$ cat config.mk
export PLATFORM = sky130hd
export DESIGN_NAME = wait_dma_request_logic
export DESIGN_NICKNAME = d
export VERILOG_FILES = /design/src/logic/wait_dma_request_pkg.sv /design/src/logic/wait_dma_request_logic.sv
export SDC_FILE = /design/constraint.sdc
export NUM_CORES = 1
export LEC_CHECK = 0
export BUFFER_PORTS_ARGS = -buffer_cell sky130_fd_sc_hd__buf_2
export CORE_ASPECT_RATIO = 0.5
export CORE_UTILIZATION = 45
export CTS_BUF_LIST = sky130_fd_sc_hd__clkbuf_4 sky130_fd_sc_hd__clkbuf_8
export CTS_CLUSTER_DIAMETER = 40
export CTS_CLUSTER_SIZE = 40
export DETAILED_ROUTE_END_ITERATION = 6
export PLACE_DENSITY = 0.73
export SLEW_MARGIN = 20
export SYNTH_ARGS = -nofsm -noshare
export SYNTH_HDL_FRONTEND = slang
export SYNTH_SLANG_ARGS = --single-unit
$ cat constraint.sdc
create_clock -name clk -period 1.2 [get_ports clk]
set_input_delay 0.12 -clock clk [delete_from_list [all_inputs] [get_ports clk]]
set_output_delay 0.12 -clock clk [all_outputs]
set_load 0.02 [all_outputs]
$ cat src/logic/wait_dma_request_pkg.sv
// shared constants, types and field layouts of the wait / dma request block
package wait_dma_request_pkg;

  // ------------------------------------------------------------------
  // register offsets on the plain register port
  // ------------------------------------------------------------------
  localparam logic [3:0] OFS_STATUS = 4'h0;
  localparam logic [3:0] OFS_WAIT_REQUEST_CONTROL = 4'h1;
  localparam logic [3:0] OFS_TRANSMIT_CONTROL = 4'h5;
  localparam logic [3:0] OFS_EXTENDED_CONTROL = 4'h7;
  localparam logic [3:0] OFS_MISC_CONTROL = 4'he;
  localparam logic [3:0] OFS_EXT_STATUS_ENABLE = 4'hf;

  // ------------------------------------------------------------------
  // field positions
  // ------------------------------------------------------------------
  localparam int WRC_ENABLE_BIT = 7;
  localparam int WRC_FUNCT_BIT = 6;
  localparam int WRC_RXTX_BIT = 5;
  localparam int MISC_REQ_FUNCT_BIT = 2;
  localparam int TXC_TERM_READY_BIT = 7;
  localparam int ESE_EXT_ENABLE_BIT = 0;
  localparam int EXT_FAST_DEACT_BIT = 4;

  // ------------------------------------------------------------------
  // reset values
  // ------------------------------------------------------------------
  localparam logic [7:0] RST_WAIT_REQUEST_CONTROL = 8'h00;
  localparam logic [7:0] RST_MISC_CONTROL = 8'h00;
  localparam logic [7:0] RST_TRANSMIT_CONTROL = 8'h00;
  localparam logic [7:0] RST_EXTENDED_CONTROL = 8'h00;
  localparam logic [7:0] RST_EXT_STATUS_ENABLE = 8'h00;

  // ------------------------------------------------------------------
  // timing: end-of-crc high pulse lasts one peripheral clock period,
  // i.e. it ends on the second peripheral clock falling edge
  // ------------------------------------------------------------------
  localparam int END_CRC_PCLK_CYCLES = 1;
  localparam logic [1:0] END_CRC_FALLS = 2'(END_CRC_PCLK_CYCLES + 1);

  // ------------------------------------------------------------------
  // types
  // ------------------------------------------------------------------
  typedef enum logic [5:0] {
    MODE_WAIT_OFF = 6'h01,
    MODE_WAIT_TX = 6'h02,
    MODE_WAIT_RX = 6'h04,
    MODE_DMA_IDLE = 6'h08,
    MODE_DMA_TX = 6'h10,
    MODE_DMA_RX = 6'h20
  } reqMode_t;

  // state reported by the transmitter and receiver of this channel
  typedef struct packed {
    logic txEmpty;      // transmit buffer empty
    logic rxAvail;      // character at top of receive fifo
    logic fifoLocked;   // special-condition character locked the fifo
    logic errorReset;   // one-cycle pulse: error reset command issued
    logic closingLoad;  // one-cycle pulse: closing flag/sync after crc
    logic sdlcMode;     // bit-oriented mode selected
    logic syncMode;     // character-oriented sync mode selected
  } chanStatus_t;

  // register port
  typedef struct packed {
    logic [3:0] addr;
    logic [7:0] wdata;
    logic wr;
    logic rd;
  } regReq_t;

endpackage

$ cat src/logic/wait_dma_request_logic.sv
// per-channel wait and dma request pin logic with its control registers
//
// Chosen here: the address-and-strobe port and the register offsets.
`timescale 1ns/10ps
`default_nettype none

// Contract
// wait-on-transmit is D7=1 D6=0 D5=0; pin open-drain idle, low active.
// writing a full transmit buffer asserts wait until the buffer empties.
// transmit wait starts on write strobe, only for transmit buffer access.
// wait release happens on a falling edge of the peripheral clock.
// wait-on-receive is D7=1 D6=0 D5=1; empty read waits for character.
// receive wait starts on read strobe, only for receive buffer access.
// wait/request pin serves tx or rx; terminal-ready pin serves tx only.
// tx dma request high while disabled; low when buffer empty once enabled.
// tx request tracks buffer even with transmitter off; one fall per char.
// software enables transmitter before enabling the transmit request.
// after crc closing flag load, request pins pulse high one pclk cycle.
// wait/request tx request drops on write strobe to transmit buffer.
// misc bit D2 makes terminal-ready pin a tx request, low when empty.
// with D2 clear, terminal-ready pin is inverse of transmit-control D7.
// terminal-ready request follows real buffer; wait/request anticipates.
// sdlc, ext-enable D0 and extended D4 give terminal-ready fast timing.
// rx dma request is D7 D6 D5 all set; high while selected, not enabled.
// rx request low while character in buffer; one fall per character.
// locked special-condition fifo holds rx request high until error reset.
// rx request drops on read strobe, only for receive buffer access.
// controller treats each request falling edge as one character.
// reset selects wait mode disabled, leaving wait/request open-drain.
// tx dma request on wait/request is D7=1 D6=1 D5=0.
module wait_dma_request_logic
  import wait_dma_request_pkg::*;
(
  input wire logic clk,                 // system clock, 100 MHz
  input wire logic reset,               // synchronous, active high
  input wire regReq_t regReq,           // register port request
  output logic [7:0] regRdata,          // read data, cycle after read strobe
  input wire logic pclkPin,             // peripheral clock pin
  input wire logic hostWrN,             // host write strobe pin, active low
  input wire logic hostRdN,             // host read strobe pin, active low
  input wire logic txBufSel,            // current access targets tx buffer
  input wire logic rxBufSel,            // current access targets rx buffer
  input wire chanStatus_t chanStatus,   // transmitter and receiver state
  output logic waitReqOut,              // wait/request pin output level
  output logic waitReqOe,               // wait/request pin output enable
  output logic termReqN                 // terminal-ready/request pin
);

  // ------------------------------------------------------------------
  // decoding
  // ------------------------------------------------------------------
  function automatic reqMode_t decodeMode(input logic [7:0] ctl);
    if (!ctl[WRC_FUNCT_BIT]) begin
      if (!ctl[WRC_ENABLE_BIT]) begin
        decodeMode = MODE_WAIT_OFF;
      end else if (ctl[WRC_RXTX_BIT]) begin
        decodeMode = MODE_WAIT_RX;
      end else begin
        decodeMode = MODE_WAIT_TX;
      end
    end else if (!ctl[WRC_ENABLE_BIT]) begin
      decodeMode = MODE_DMA_IDLE;
    end else if (ctl[WRC_RXTX_BIT]) begin
      decodeMode = MODE_DMA_RX;
    end else begin
      decodeMode = MODE_DMA_TX;
    end
  endfunction

  function automatic logic regHit(input regReq_t req, input logic [3:0] ofs);
    regHit = req.wr && (req.addr == ofs);
  endfunction

  // ------------------------------------------------------------------
  // registers
  // ------------------------------------------------------------------
  logic [7:0] waitReqCtl_ff;
  logic [7:0] miscCtl_ff;
  logic [7:0] txCtl_ff;
  logic [7:0] extCtl_ff;
  logic [7:0] extStatEn_ff;
  logic [7:0] rdata_ff;
  logic [7:0] statusWord;
  reqMode_t mode;

  always_ff @(posedge clk) begin
    if (reset) begin
      waitReqCtl_ff <= RST_WAIT_REQUEST_CONTROL;
      miscCtl_ff <= RST_MISC_CONTROL;
      txCtl_ff <= RST_TRANSMIT_CONTROL;
      extCtl_ff <= RST_EXTENDED_CONTROL;
      extStatEn_ff <= RST_EXT_STATUS_ENABLE;
    end else begin
      if (regHit(regReq, OFS_WAIT_REQUEST_CONTROL)) begin
        waitReqCtl_ff <= regReq.wdata;
      end
      if (regHit(regReq, OFS_MISC_CONTROL)) begin
        miscCtl_ff <= regReq.wdata;
      end
      if (regHit(regReq, OFS_TRANSMIT_CONTROL)) begin
        txCtl_ff <= regReq.wdata;
      end
      if (regHit(regReq, OFS_EXTENDED_CONTROL)) begin
        extCtl_ff <= regReq.wdata;
      end
      if (regHit(regReq, OFS_EXT_STATUS_ENABLE)) begin
        extStatEn_ff <= regReq.wdata;
      end
    end
  end

  assign mode = decodeMode(waitReqCtl_ff);

  // ------------------------------------------------------------------
  // pin synchronisers and edge detection
  // ------------------------------------------------------------------
  logic [2:0] pinMeta_ff;
  logic [2:0] pinSync_ff;
  logic [2:0] pinPrev_ff;
  logic pclkFall;
  logic wrStart;
  logic rdStart;

  // bit 0 pclk, bit 1 write strobe, bit 2 read strobe
  always_ff @(posedge clk) begin
    if (reset) begin
      pinMeta_ff <= 3'h7;
      pinSync_ff <= 3'h7;
      pinPrev_ff <= 3'h7;
    end else begin
      pinMeta_ff <= {hostRdN, hostWrN, pclkPin};
      pinSync_ff <= pinMeta_ff;
      pinPrev_ff <= pinSync_ff;
    end
  end

  // strobes are active low: their falling edge starts the access
  assign pclkFall = pinPrev_ff[0] && !pinSync_ff[0];
  assign wrStart = pinPrev_ff[1] && !pinSync_ff[1];
  assign rdStart = pinPrev_ff[2] && !pinSync_ff[2];

  logic txWrite;
  logic rxRead;
  assign txWrite = wrStart && txBufSel;
  assign rxRead = rdStart && rxBufSel;

  // ------------------------------------------------------------------
  // wait state
  // ------------------------------------------------------------------
  logic waitActive_ff;

  always_ff @(posedge clk) begin
    if (reset) begin
      waitActive_ff <= 1'b0;
    end else if (mode == MODE_WAIT_TX) begin
      if (txWrite && !chanStatus.txEmpty) begin
        waitActive_ff <= 1'b1;
      end else if (waitActive_ff && chanStatus.txEmpty && pclkFall) begin
        waitActive_ff <= 1'b0;
      end
    end else if (mode == MODE_WAIT_RX) begin
      if (rxRead && !chanStatus.rxAvail) begin
        waitActive_ff <= 1'b1;
      end else if (waitActive_ff && chanStatus.rxAvail && pclkFall) begin
        waitActive_ff <= 1'b0;
      end
    end else begin
      waitActive_ff <= 1'b0;
    end
  end

  // ------------------------------------------------------------------
  // transmit request tracking
  // ------------------------------------------------------------------
  // a write that fills the buffer is seen before the buffer reports
  // full; the pending flag stops a second falling edge in that gap
  logic txPend_ff;
  logic rxPend_ff;
  logic [1:0] crcFalls_ff;
  logic crcHigh;

  always_ff @(posedge clk) begin
    if (reset) begin
      txPend_ff <= 1'b0;
    end else if (txWrite) begin
      txPend_ff <= 1'b1;
    end else if (!chanStatus.txEmpty) begin
      txPend_ff <= 1'b0;
    end
  end

  // end-of-crc pulse, counted in peripheral clock falling edges
  always_ff @(posedge clk) begin
    if (reset) begin
      crcFalls_ff <= 2'h0;
    end else if (chanStatus.closingLoad &&
                 (chanStatus.sdlcMode || chanStatus.syncMode)) begin
      crcFalls_ff <= END_CRC_FALLS;
    end else if (crcFalls_ff != 2'h0 && pclkFall) begin
      crcFalls_ff <= crcFalls_ff - 2'h1;
    end
  end
  assign crcHigh = (crcFalls_ff != 2'h0);

  // ------------------------------------------------------------------
  // receive request tracking
  // ------------------------------------------------------------------
  logic lockHold_ff;

  always_ff @(posedge clk) begin
    if (reset) begin
      rxPend_ff <= 1'b0;
    end else if (rxRead) begin
      rxPend_ff <= 1'b1;
    end else if (!chanStatus.rxAvail) begin
      rxPend_ff <= 1'b0;
    end
  end

  // the locked character stays at the fifo top; holding the pin high
  // keeps the controller from reading it again and again
  always_ff @(posedge clk) begin
    if (reset) begin
      lockHold_ff <= 1'b0;
    end else if (rxRead && chanStatus.fifoLocked) begin
      lockHold_ff <= 1'b1;
    end else if (chanStatus.errorReset) begin
      lockHold_ff <= 1'b0;
    end
  end

  // ------------------------------------------------------------------
  // request levels (active high internally)
  // ------------------------------------------------------------------
  logic txReqEarly;
  logic txReqExact;
  logic rxReq;
  logic fastDeact;

  // follows the buffer regardless of transmitter enable
  assign txReqEarly = chanStatus.txEmpty && !txPend_ff && !crcHigh;
  assign txReqExact = chanStatus.txEmpty && !crcHigh;
  assign rxReq = chanStatus.rxAvail && !rxPend_ff && !lockHold_ff;
  assign fastDeact = chanStatus.sdlcMode &&
                     extStatEn_ff[ESE_EXT_ENABLE_BIT] &&
                     extCtl_ff[EXT_FAST_DEACT_BIT];

  // ------------------------------------------------------------------
  // pin drivers
  // ------------------------------------------------------------------
  logic waitReqOut_ff;
  logic waitReqOe_ff;
  logic termReqN_ff;
  logic nxt_waitReqOut;
  logic nxt_waitReqOe;
  logic nxt_termReqN;

  always_comb begin
    nxt_waitReqOut = 1'b1;
    nxt_waitReqOe = 1'b0;
    unique case (mode)
      MODE_WAIT_OFF: begin
        nxt_waitReqOe = 1'b0;
      end
      MODE_WAIT_TX, MODE_WAIT_RX: begin
        nxt_waitReqOut = 1'b0;
        nxt_waitReqOe = waitActive_ff;
      end
      MODE_DMA_IDLE: begin
        nxt_waitReqOut = 1'b1;
        nxt_waitReqOe = 1'b1;
      end
      MODE_DMA_TX: begin
        nxt_waitReqOut = !txReqEarly;
        nxt_waitReqOe = 1'b1;
      end
      MODE_DMA_RX: begin
        nxt_waitReqOut = !rxReq;
        nxt_waitReqOe = 1'b1;
      end
      default: begin
        nxt_waitReqOut = 1'b1;
        nxt_waitReqOe = 1'b0;
      end
    endcase
  end

  always_comb begin
    if (!miscCtl_ff[MISC_REQ_FUNCT_BIT]) begin
      nxt_termReqN = !txCtl_ff[TXC_TERM_READY_BIT];
    end else if (fastDeact) begin
      nxt_termReqN = !txReqEarly;
    end else begin
      nxt_termReqN = !txReqExact;
    end
  end

  always_ff @(posedge clk) begin
    if (reset) begin
      waitReqOut_ff <= 1'b1;
      waitReqOe_ff <= 1'b0;
      termReqN_ff <= 1'b1;
    end else begin
      waitReqOut_ff <= nxt_waitReqOut;
      waitReqOe_ff <= nxt_waitReqOe;
      termReqN_ff <= nxt_termReqN;
    end
  end

  assign waitReqOut = waitReqOut_ff;
  assign waitReqOe = waitReqOe_ff;
  assign termReqN = termReqN_ff;

  // ------------------------------------------------------------------
  // read back
  // ------------------------------------------------------------------
  assign statusWord = {2'h0, lockHold_ff, crcHigh, rxPend_ff, txPend_ff,
                       waitActive_ff, fastDeact};

  always_ff @(posedge clk) begin
    if (reset) begin
      rdata_ff <= 8'h00;
    end else if (regReq.rd) begin
      unique case (regReq.addr)
        OFS_STATUS: rdata_ff <= statusWord;
        OFS_WAIT_REQUEST_CONTROL: rdata_ff <= waitReqCtl_ff;
        OFS_TRANSMIT_CONTROL: rdata_ff <= txCtl_ff;
        OFS_EXTENDED_CONTROL: rdata_ff <= extCtl_ff;
        OFS_MISC_CONTROL: rdata_ff <= miscCtl_ff;
        OFS_EXT_STATUS_ENABLE: rdata_ff <= extStatEn_ff;
        default: rdata_ff <= 8'h00;
      endcase
    end else begin
      rdata_ff <= 8'h00;
    end
  end
  assign regRdata = rdata_ff;

  // ------------------------------------------------------------------
  // checks
  // ------------------------------------------------------------------
  // the pin flop lags the mode by one cycle, so the mode is taken a cycle
  // earlier; a direct switch from a driven-high request mode stays legal
  property p_wait_drive_low;
    @(posedge clk) disable iff (reset)
    (mode == MODE_WAIT_TX || mode == MODE_WAIT_RX) ##1 waitReqOe
      |-> !waitReqOut;
  endproperty
  a_wait_drive_low: assert property (p_wait_drive_low)
    else $error("wait pin driven high in a wait mode");

  property p_wait_tx_set;
    @(posedge clk) disable iff (reset)
    mode == MODE_WAIT_TX && txWrite && !chanStatus.txEmpty
      |=> ##1 waitReqOe;
  endproperty
  a_wait_tx_set: assert property (p_wait_tx_set)
    else $error("write to full buffer did not assert wait");

  property p_wait_no_target;
    @(posedge clk) disable iff (reset)
    mode == MODE_WAIT_TX && !waitActive_ff && wrStart && !txBufSel
      |=> !waitActive_ff;
  endproperty
  a_wait_no_target: assert property (p_wait_no_target)
    else $error("wait asserted for an access to another register");

  property p_wait_release_fall;
    @(posedge clk) disable iff (reset)
    $fell(waitActive_ff) && (mode == MODE_WAIT_TX || mode == MODE_WAIT_RX)
      |-> $past(pclkFall);
  endproperty
  a_wait_release_fall: assert property (p_wait_release_fall)
    else $error("wait released away from a pclk falling edge");

  property p_wait_rx_set;
    @(posedge clk) disable iff (reset)
    mode == MODE_WAIT_RX && rxRead && !chanStatus.rxAvail
      |=> waitActive_ff ##1 waitReqOe;
  endproperty
  a_wait_rx_set: assert property (p_wait_rx_set)
    else $error("read of empty fifo did not assert wait");

  property p_dma_idle_high;
    @(posedge clk) disable iff (reset)
    mode == MODE_DMA_IDLE ##1 mode == MODE_DMA_IDLE
      |-> waitReqOe && waitReqOut;
  endproperty
  a_dma_idle_high: assert property (p_dma_idle_high)
    else $error("selected but disabled request not driven high");

  property p_tx_write_drop;
    @(posedge clk) disable iff (reset)
    mode == MODE_DMA_TX && txWrite ##1 mode == MODE_DMA_TX
      |=> waitReqOut;
  endproperty
  a_tx_write_drop: assert property (p_tx_write_drop)
    else $error("tx request not dropped by buffer write");

  property p_crc_pulse;
    @(posedge clk) disable iff (reset)
    chanStatus.closingLoad && (chanStatus.sdlcMode || chanStatus.syncMode)
      |=> crcHigh [*2];
  endproperty
  a_crc_pulse: assert property (p_crc_pulse)
    else $error("end of crc pulse missing");

  property p_term_gpio;
    @(posedge clk) disable iff (reset)
    !miscCtl_ff[MISC_REQ_FUNCT_BIT] ##1 !$past(miscCtl_ff[MISC_REQ_FUNCT_BIT])
      |-> termReqN == !$past(txCtl_ff[TXC_TERM_READY_BIT]);
  endproperty
  a_term_gpio: assert property (p_term_gpio)
    else $error("terminal-ready pin not inverse of its control bit");

  property p_lock_hold;
    @(posedge clk) disable iff (reset)
    lockHold_ff && mode == MODE_DMA_RX ##1 mode == MODE_DMA_RX
      |-> waitReqOut;
  endproperty
  a_lock_hold: assert property (p_lock_hold)
    else $error("rx request active while fifo is locked");

  property p_rx_read_drop;
    @(posedge clk) disable iff (reset)
    mode == MODE_DMA_RX && rxRead ##1 mode == MODE_DMA_RX
      |=> waitReqOut;
  endproperty
  a_rx_read_drop: assert property (p_rx_read_drop)
    else $error("rx request not dropped by buffer read");

endmodule

`default_nettype wire

[Word level (Yosys, flattened, before mapping)]
Index checks and enable logic that the tools add are counted.
Storage, ports and cells
  register bits: 66
  output and inout bits: 11
  word-level logic and storage cells: 107
  input bits: 28
Cells by class
  bitwise gates (word level): 1
  add/subtract/negate cells: 1
  reductions and logical operators: 49
  equal/unequal tests: 14
  multiplexer cells: 24
Operator list (number)
  $pmux 8 s6: 1
  $logic_and 1x1->1: 26
  $mux 6: 3
  $mux 1: 14
  $logic_not 1->1: 13
  $eq 4x3->1 const B: 2
  $eq 4x4->1 const B: 2
  $eq 6x2->1 const B: 1
  $eq 6x3->1 const B: 1
  $eq 6x4->1 const B: 1
  $eq 6x5->1 const B: 1
  $eq 6x6->1 const B: 1
  $mux 3: 2
  $reduce_bool 2->1: 3
  $reduce_or 2->1: 3
  $eq 4x1->1 const B: 1
  $logic_not 4->1: 1
  $mux 2: 2
  $ne 2x1->1 const B: 2
  $ne 4x2->1 const B: 1
  $ne 3x1->1 const B: 1
  $pmux 1 s3: 1
  $reduce_or 3->1: 1
  $pmux 1 s2: 1
  other kinds (4): 4

[Longest topological paths before layout]
  depth in word-level cells: 7
  depth in mapped cells: 6

[Least setup slack after synthesis]
Ideal clock, no wire load.
  kind: register -> register
  start: register crcFalls_ff[0]
  end: register crcFalls_ff[1]
  buffers on the path: 0
  setup slack: -0.139 ns
  setup time: 0.115 ns
  data arrival time: 1.224 ns
  cell stages (with the launch flop): 6
  period minus slack after synthesis: 1.339 ns
  data required time: 1.085 ns
  cell sequence: dfxtp_1 inv_1 ha_1 nor3b_1 mux2i_1 o21ba_2
On the way
  cells in the longest elaborated chain, start to end: 3
  elaborated cells between the ends (all ways): 6
  classes of those cells: add/sub (1); mux (2); reduce/logical (3)
Ends and longest elaborated chain
  from (decl): RTL line wait_dma_request_logic.sv:179  | logic [1:0] crcFalls_ff;
  from (signal assigned): RTL line wait_dma_request_logic.sv:200  | crcFalls_ff <= crcFalls_ff - 2'h1;
  $sub 2x1->2 or $reduce_bool 2->1 (tied branches): RTL line wait_dma_request_logic.sv:200, wait_dma_request_logic.sv:199
  $mux 2 or $logic_and 1x1->1 (tied branches): RTL line wait_dma_request_logic.sv:199  | end else if (crcFalls_ff != 2'h0 && pclkFall) begin
  $mux 2 or $reduce_bool 2->1 (tied branches)
Parallel ways exist; a longest one is shown, timed or not. The select of a mux whose other input is x is not followed.
A chain may end at the register's enable or synchronous reset.

[Worst setup path after layout]
  start: register pinSync_ff[1]
  end: register waitActive_ff
On the way
  cells in the longest elaborated chain, start to end: 6
  elaborated cells between the ends (all ways): 8
  classes of those cells: eq/ne (1); mux (2); reduce/logical (5)
Ends and longest elaborated chain
  from (decl): RTL line wait_dma_request_logic.sv:118  | logic [2:0] pinSync_ff;
  from (signal assigned): RTL line wait_dma_request_logic.sv:132  | pinSync_ff <= pinMeta_ff;
  $logic_not 1->1 *: RTL line wait_dma_request_logic.sv:139  | assign wrStart = pinPrev_ff[1] && !pinSync_ff[1];
  $logic_and 1x1->1 *: RTL line wait_dma_request_logic.sv:139
  $logic_and 1x1->1 *: RTL line wait_dma_request_logic.sv:144  | assign txWrite = wrStart && txBufSel;
  $logic_and 1x1->1 *: RTL line wait_dma_request_logic.sv:156  | if (txWrite && !chanStatus.txEmpty) begin
  $ne 3x1->1 (no source line) or $mux 1 (tied branches)
  $reduce_and 2->1 (no source line) or $mux 1 (tied branches)
  to (signal assigned): RTL line wait_dma_request_logic.sv:154  | waitActive_ff <= 1'b0;
  to (signal assigned): RTL line wait_dma_request_logic.sv:157  | waitActive_ff <= 1'b1;
  to (signal assigned): RTL line wait_dma_request_logic.sv:159  | waitActive_ff <= 1'b0;
  to (decl): RTL line wait_dma_request_logic.sv:150  | logic waitActive_ff;
Every way passes the cells marked *; elsewhere a longest branch is shown, timed or not.

==> metrics <==
status finished, violations left; failing checks negative setup slack; RR Startpoint pinSync_ff[1]$_SDFF_PP1_; H-tree levels 3; Worst R2R Setup Slack -0.003 ns; fin crit share 100%; Synth-to-Final Area Change 25.8%; clk sinks 66; Synth Instances 350; Core Area 6280 um^2; vias in the first global route 2,732; Seq/Total Area, Yosys 43.5%; clk slew on worst S/H paths 0.07 ns; Met2 Wirelength 3940 um; DRT antenna net count 0; initial core utilization 48.4%; fin crit period 1.20 ns; CP Data Required Time 1.44 ns; largest net degree at the start of global routing 43; critical path launch point pinSync_ff[1]$_SDFF_PP1_; relative slew slack 68.1%; Max rail drop VDD 900 uV; PD cells 1280 nW/um^2; multi-input logic area 1550 um^2; mapped cell area 3040 um^2; # Max-Cap Violations 0; maximum clock insertion buffer count 2; fillers 544; TritonCTS clock tree yes; IO Pins 39; Crit. End Element flip-flop; Rows 20; r2r endpoint waitActive_ff$_SDFFE_PP0P_; Final Hold Fails 0; syn_area_per_cell 8.69 um^2; Leak 1.43 nW; asr flop ratio synth 0%; final antenna diode count 0; routability cong. 0.928; Root Buffer clkbuf_8; worst skew pair latency 0.35 ns; register area 1330 um^2; DRT Wirelength 9150 um; DRC Markers 0; final hold slack 0.0651 ns; final worst setup slack -0.00322 ns; DR vias 2,952; Max Fclk 0.831 GHz; Power, Total 4.90 mW; Worst Path Arrival 1.44 ns; crit-path max FO 2; nets 444; hold path start chanStatus[0]; register bit total from synthesis 66; PortBufs 38; post-route cell area 3830 um^2; top_reg_cell synth dfxtp_1; RSZ-0062 raised after global routing true; Vias/cell 5.81; post-CTS setup buffer count 0; Routed met3 length 904 um; initial antenna violation count 0; WS Path Type flip-flop to flip-flop; Slew @ Worst Pin 0.479 ns; gr usage total 27.0%; M1 WL 4140 um; Ys Warns 0; DPL Wire Length 6510 um; placed instance area 3500 um^2; reg2reg path depth 3; max layer used met4; class of the worst hold path primary input to flip-flop; starting DRC count in detailed routing 389; layout cells sized above 1 30.7%; Worst Setup EP waitActive_ff$_SDFFE_PP0P_; CP Launch Type flip-flop; Post-synth EDFFs 0; drt pass-1 iters 5; WL per Instance 18.0 um; die boundary width 118 um; max-slew violations 0; total CTS buffers 9; first-pass GRT wire length 14,100 um; Overflow after GRT 0; Setup-failing EPs final 1; syn_nets 379; clk_skew 0.00754 ns; distinct cell type count after synthesis 52; full die area 7110 um^2; Die Span Y 60.1 um; dpl ws -0.147 ns
Yosys cell counts, types with 3 or more instances:
master | n | share of area (%)
o21ai_0 | 51 | 8.4
nand4_1 | 6 | 1.2
buf_2 | 9 | 1.5
clkbuf_1 | 11 | 1.4
nand2_1 | 8 | 0.99
nand2b_1 | 6 | 1.2
and3_1 | 12 | 2.5
buf_4 | 3 | 0.74
a21oi_1 | 46 | 7.6
nor3b_1 | 13 | 3.2
a31oi_1 | 4 | 0.82
nor2_1 | 4 | 0.49
nand3_1 | 42 | 6.9
or2_2 | 9 | 1.9
dfxtp_1 | 66 | 43
inv_1 | 5 | 0.62
mux2_2 | 6 | 2.2
buf_6 | 6 | 2.2
and4b_1 | 3 | 0.99
flip-flops by register name, summed over array words and instances (netlist names):
register / cells
pinSync_ff: 3
pinPrev_ff: 3
waitActive_ff: 1
lockHold_ff: 1
crcFalls_ff: 2
regRdata: 8
rxPend_ff: 1
waitReqOut: 1
txCtl_ff: 8
extCtl_ff: 8
txPend_ff: 1
waitReqOe: 1
pinMeta_ff: 3
miscCtl_ff: 8
termReqN: 1
extStatEn_ff: 8
waitReqCtl_ff: 8
repair_timing:
item | in CTS | in global routing
resized for setup | 6 | 8
cloned | 0 | 0
pin swaps | 4 | 5
hold buffers | 4 | 0
endpoints found under the hold margin | 4 | 0
setup endpoints to repair | 4 | 6
area by class of cell:
class | count | share of cell area [%]
inverters | 6 | 0.589
flip-flops and latches | 66 | 34.7
well taps | 88 | 2.88
multi-input cells | 247 | 40.5
repair buffers | 85 | 15.1
clock buffers | 12 | 4.32
clock inverters | 4 | 1.90
critical path, stage by stage, from the launching register on:
cell	delay, ns
dfxtp_1	0.31
nand3b_1	0.17
o311a_1	0.32
a2111oi_2	0.30
kinds of logic after synthesis:
group | synth area share, %
buf+inv | 7.16
flops | 43.5
mux | 2.88
fa+ha+maj | 0.411
xor+xnor | 0.288
compound gates | 21.4
simple gates | 24.4
cells in the final DEF, fill, tap and decap left out, drive strengths merged, types with 2 or more instances in the layout:
master       count
and4b            3
clkbuf          12
inv              5
o21ai           52
a31oi            4
nor2             4
dfxtp           66
o21bai           2
mux2             6
nand4            6
a21oi           46
buf             81
dlygate4sd3      4
or2              9
nand2b           6
and3            12
nor2b            2
nand3           42
nor4bb           2
nand2            8
mux2i            2
nand3b           2
bufinv           2
o211ai           2
clkinv           2
nor3b           13
a311oi           2
nor3             3
and4             2
and2             2
layer usage:
metal,up-vias,track usage [%]
met2,137,42.0
met4,0,10.8
met3,17,7.82
li1,1409,-
met5,-,0
met1,1389,35.7
power by group:
group          internal (mW)  leakage, nW  switching, mW
Combinational          0.197        0.772          0.288
Sequential              2.22        0.536         0.0202
Clock                   1.34        0.119          0.839
worst min-delay path by stage:
stage	to	cells past startpoint
floorplan	pinMeta_ff[0]$_SDFF_PP1_	1
global placement	pinMeta_ff[0]$_SDFF_PP1_	2
detailed placement	pinMeta_ff[0]$_SDFF_PP1_	2
CTS	crcFalls_ff[0]$_SDFFE_PP0P_	3
global route	crcFalls_ff[0]$_SDFFE_PP0P_	3
finish	crcFalls_ff[0]$_SDFFE_PP0P_	3
stage by stage:
| step | TNS (ns) | util [%] | instances |
|---|---|---|---|
| floorplan | 0 | - | 350 |
| global placement | -1.52 | 55.7 | 488 |
| detailed placement | -2.92 | 55.7 | 488 |
| CTS | -0.0206 | 60.5 | 508 |
| global route | -0.0986 | 60.9 | 508 |
| finish | -0.00322 | 60.9 | 508 |
Power figures use the tool's default switching activity.
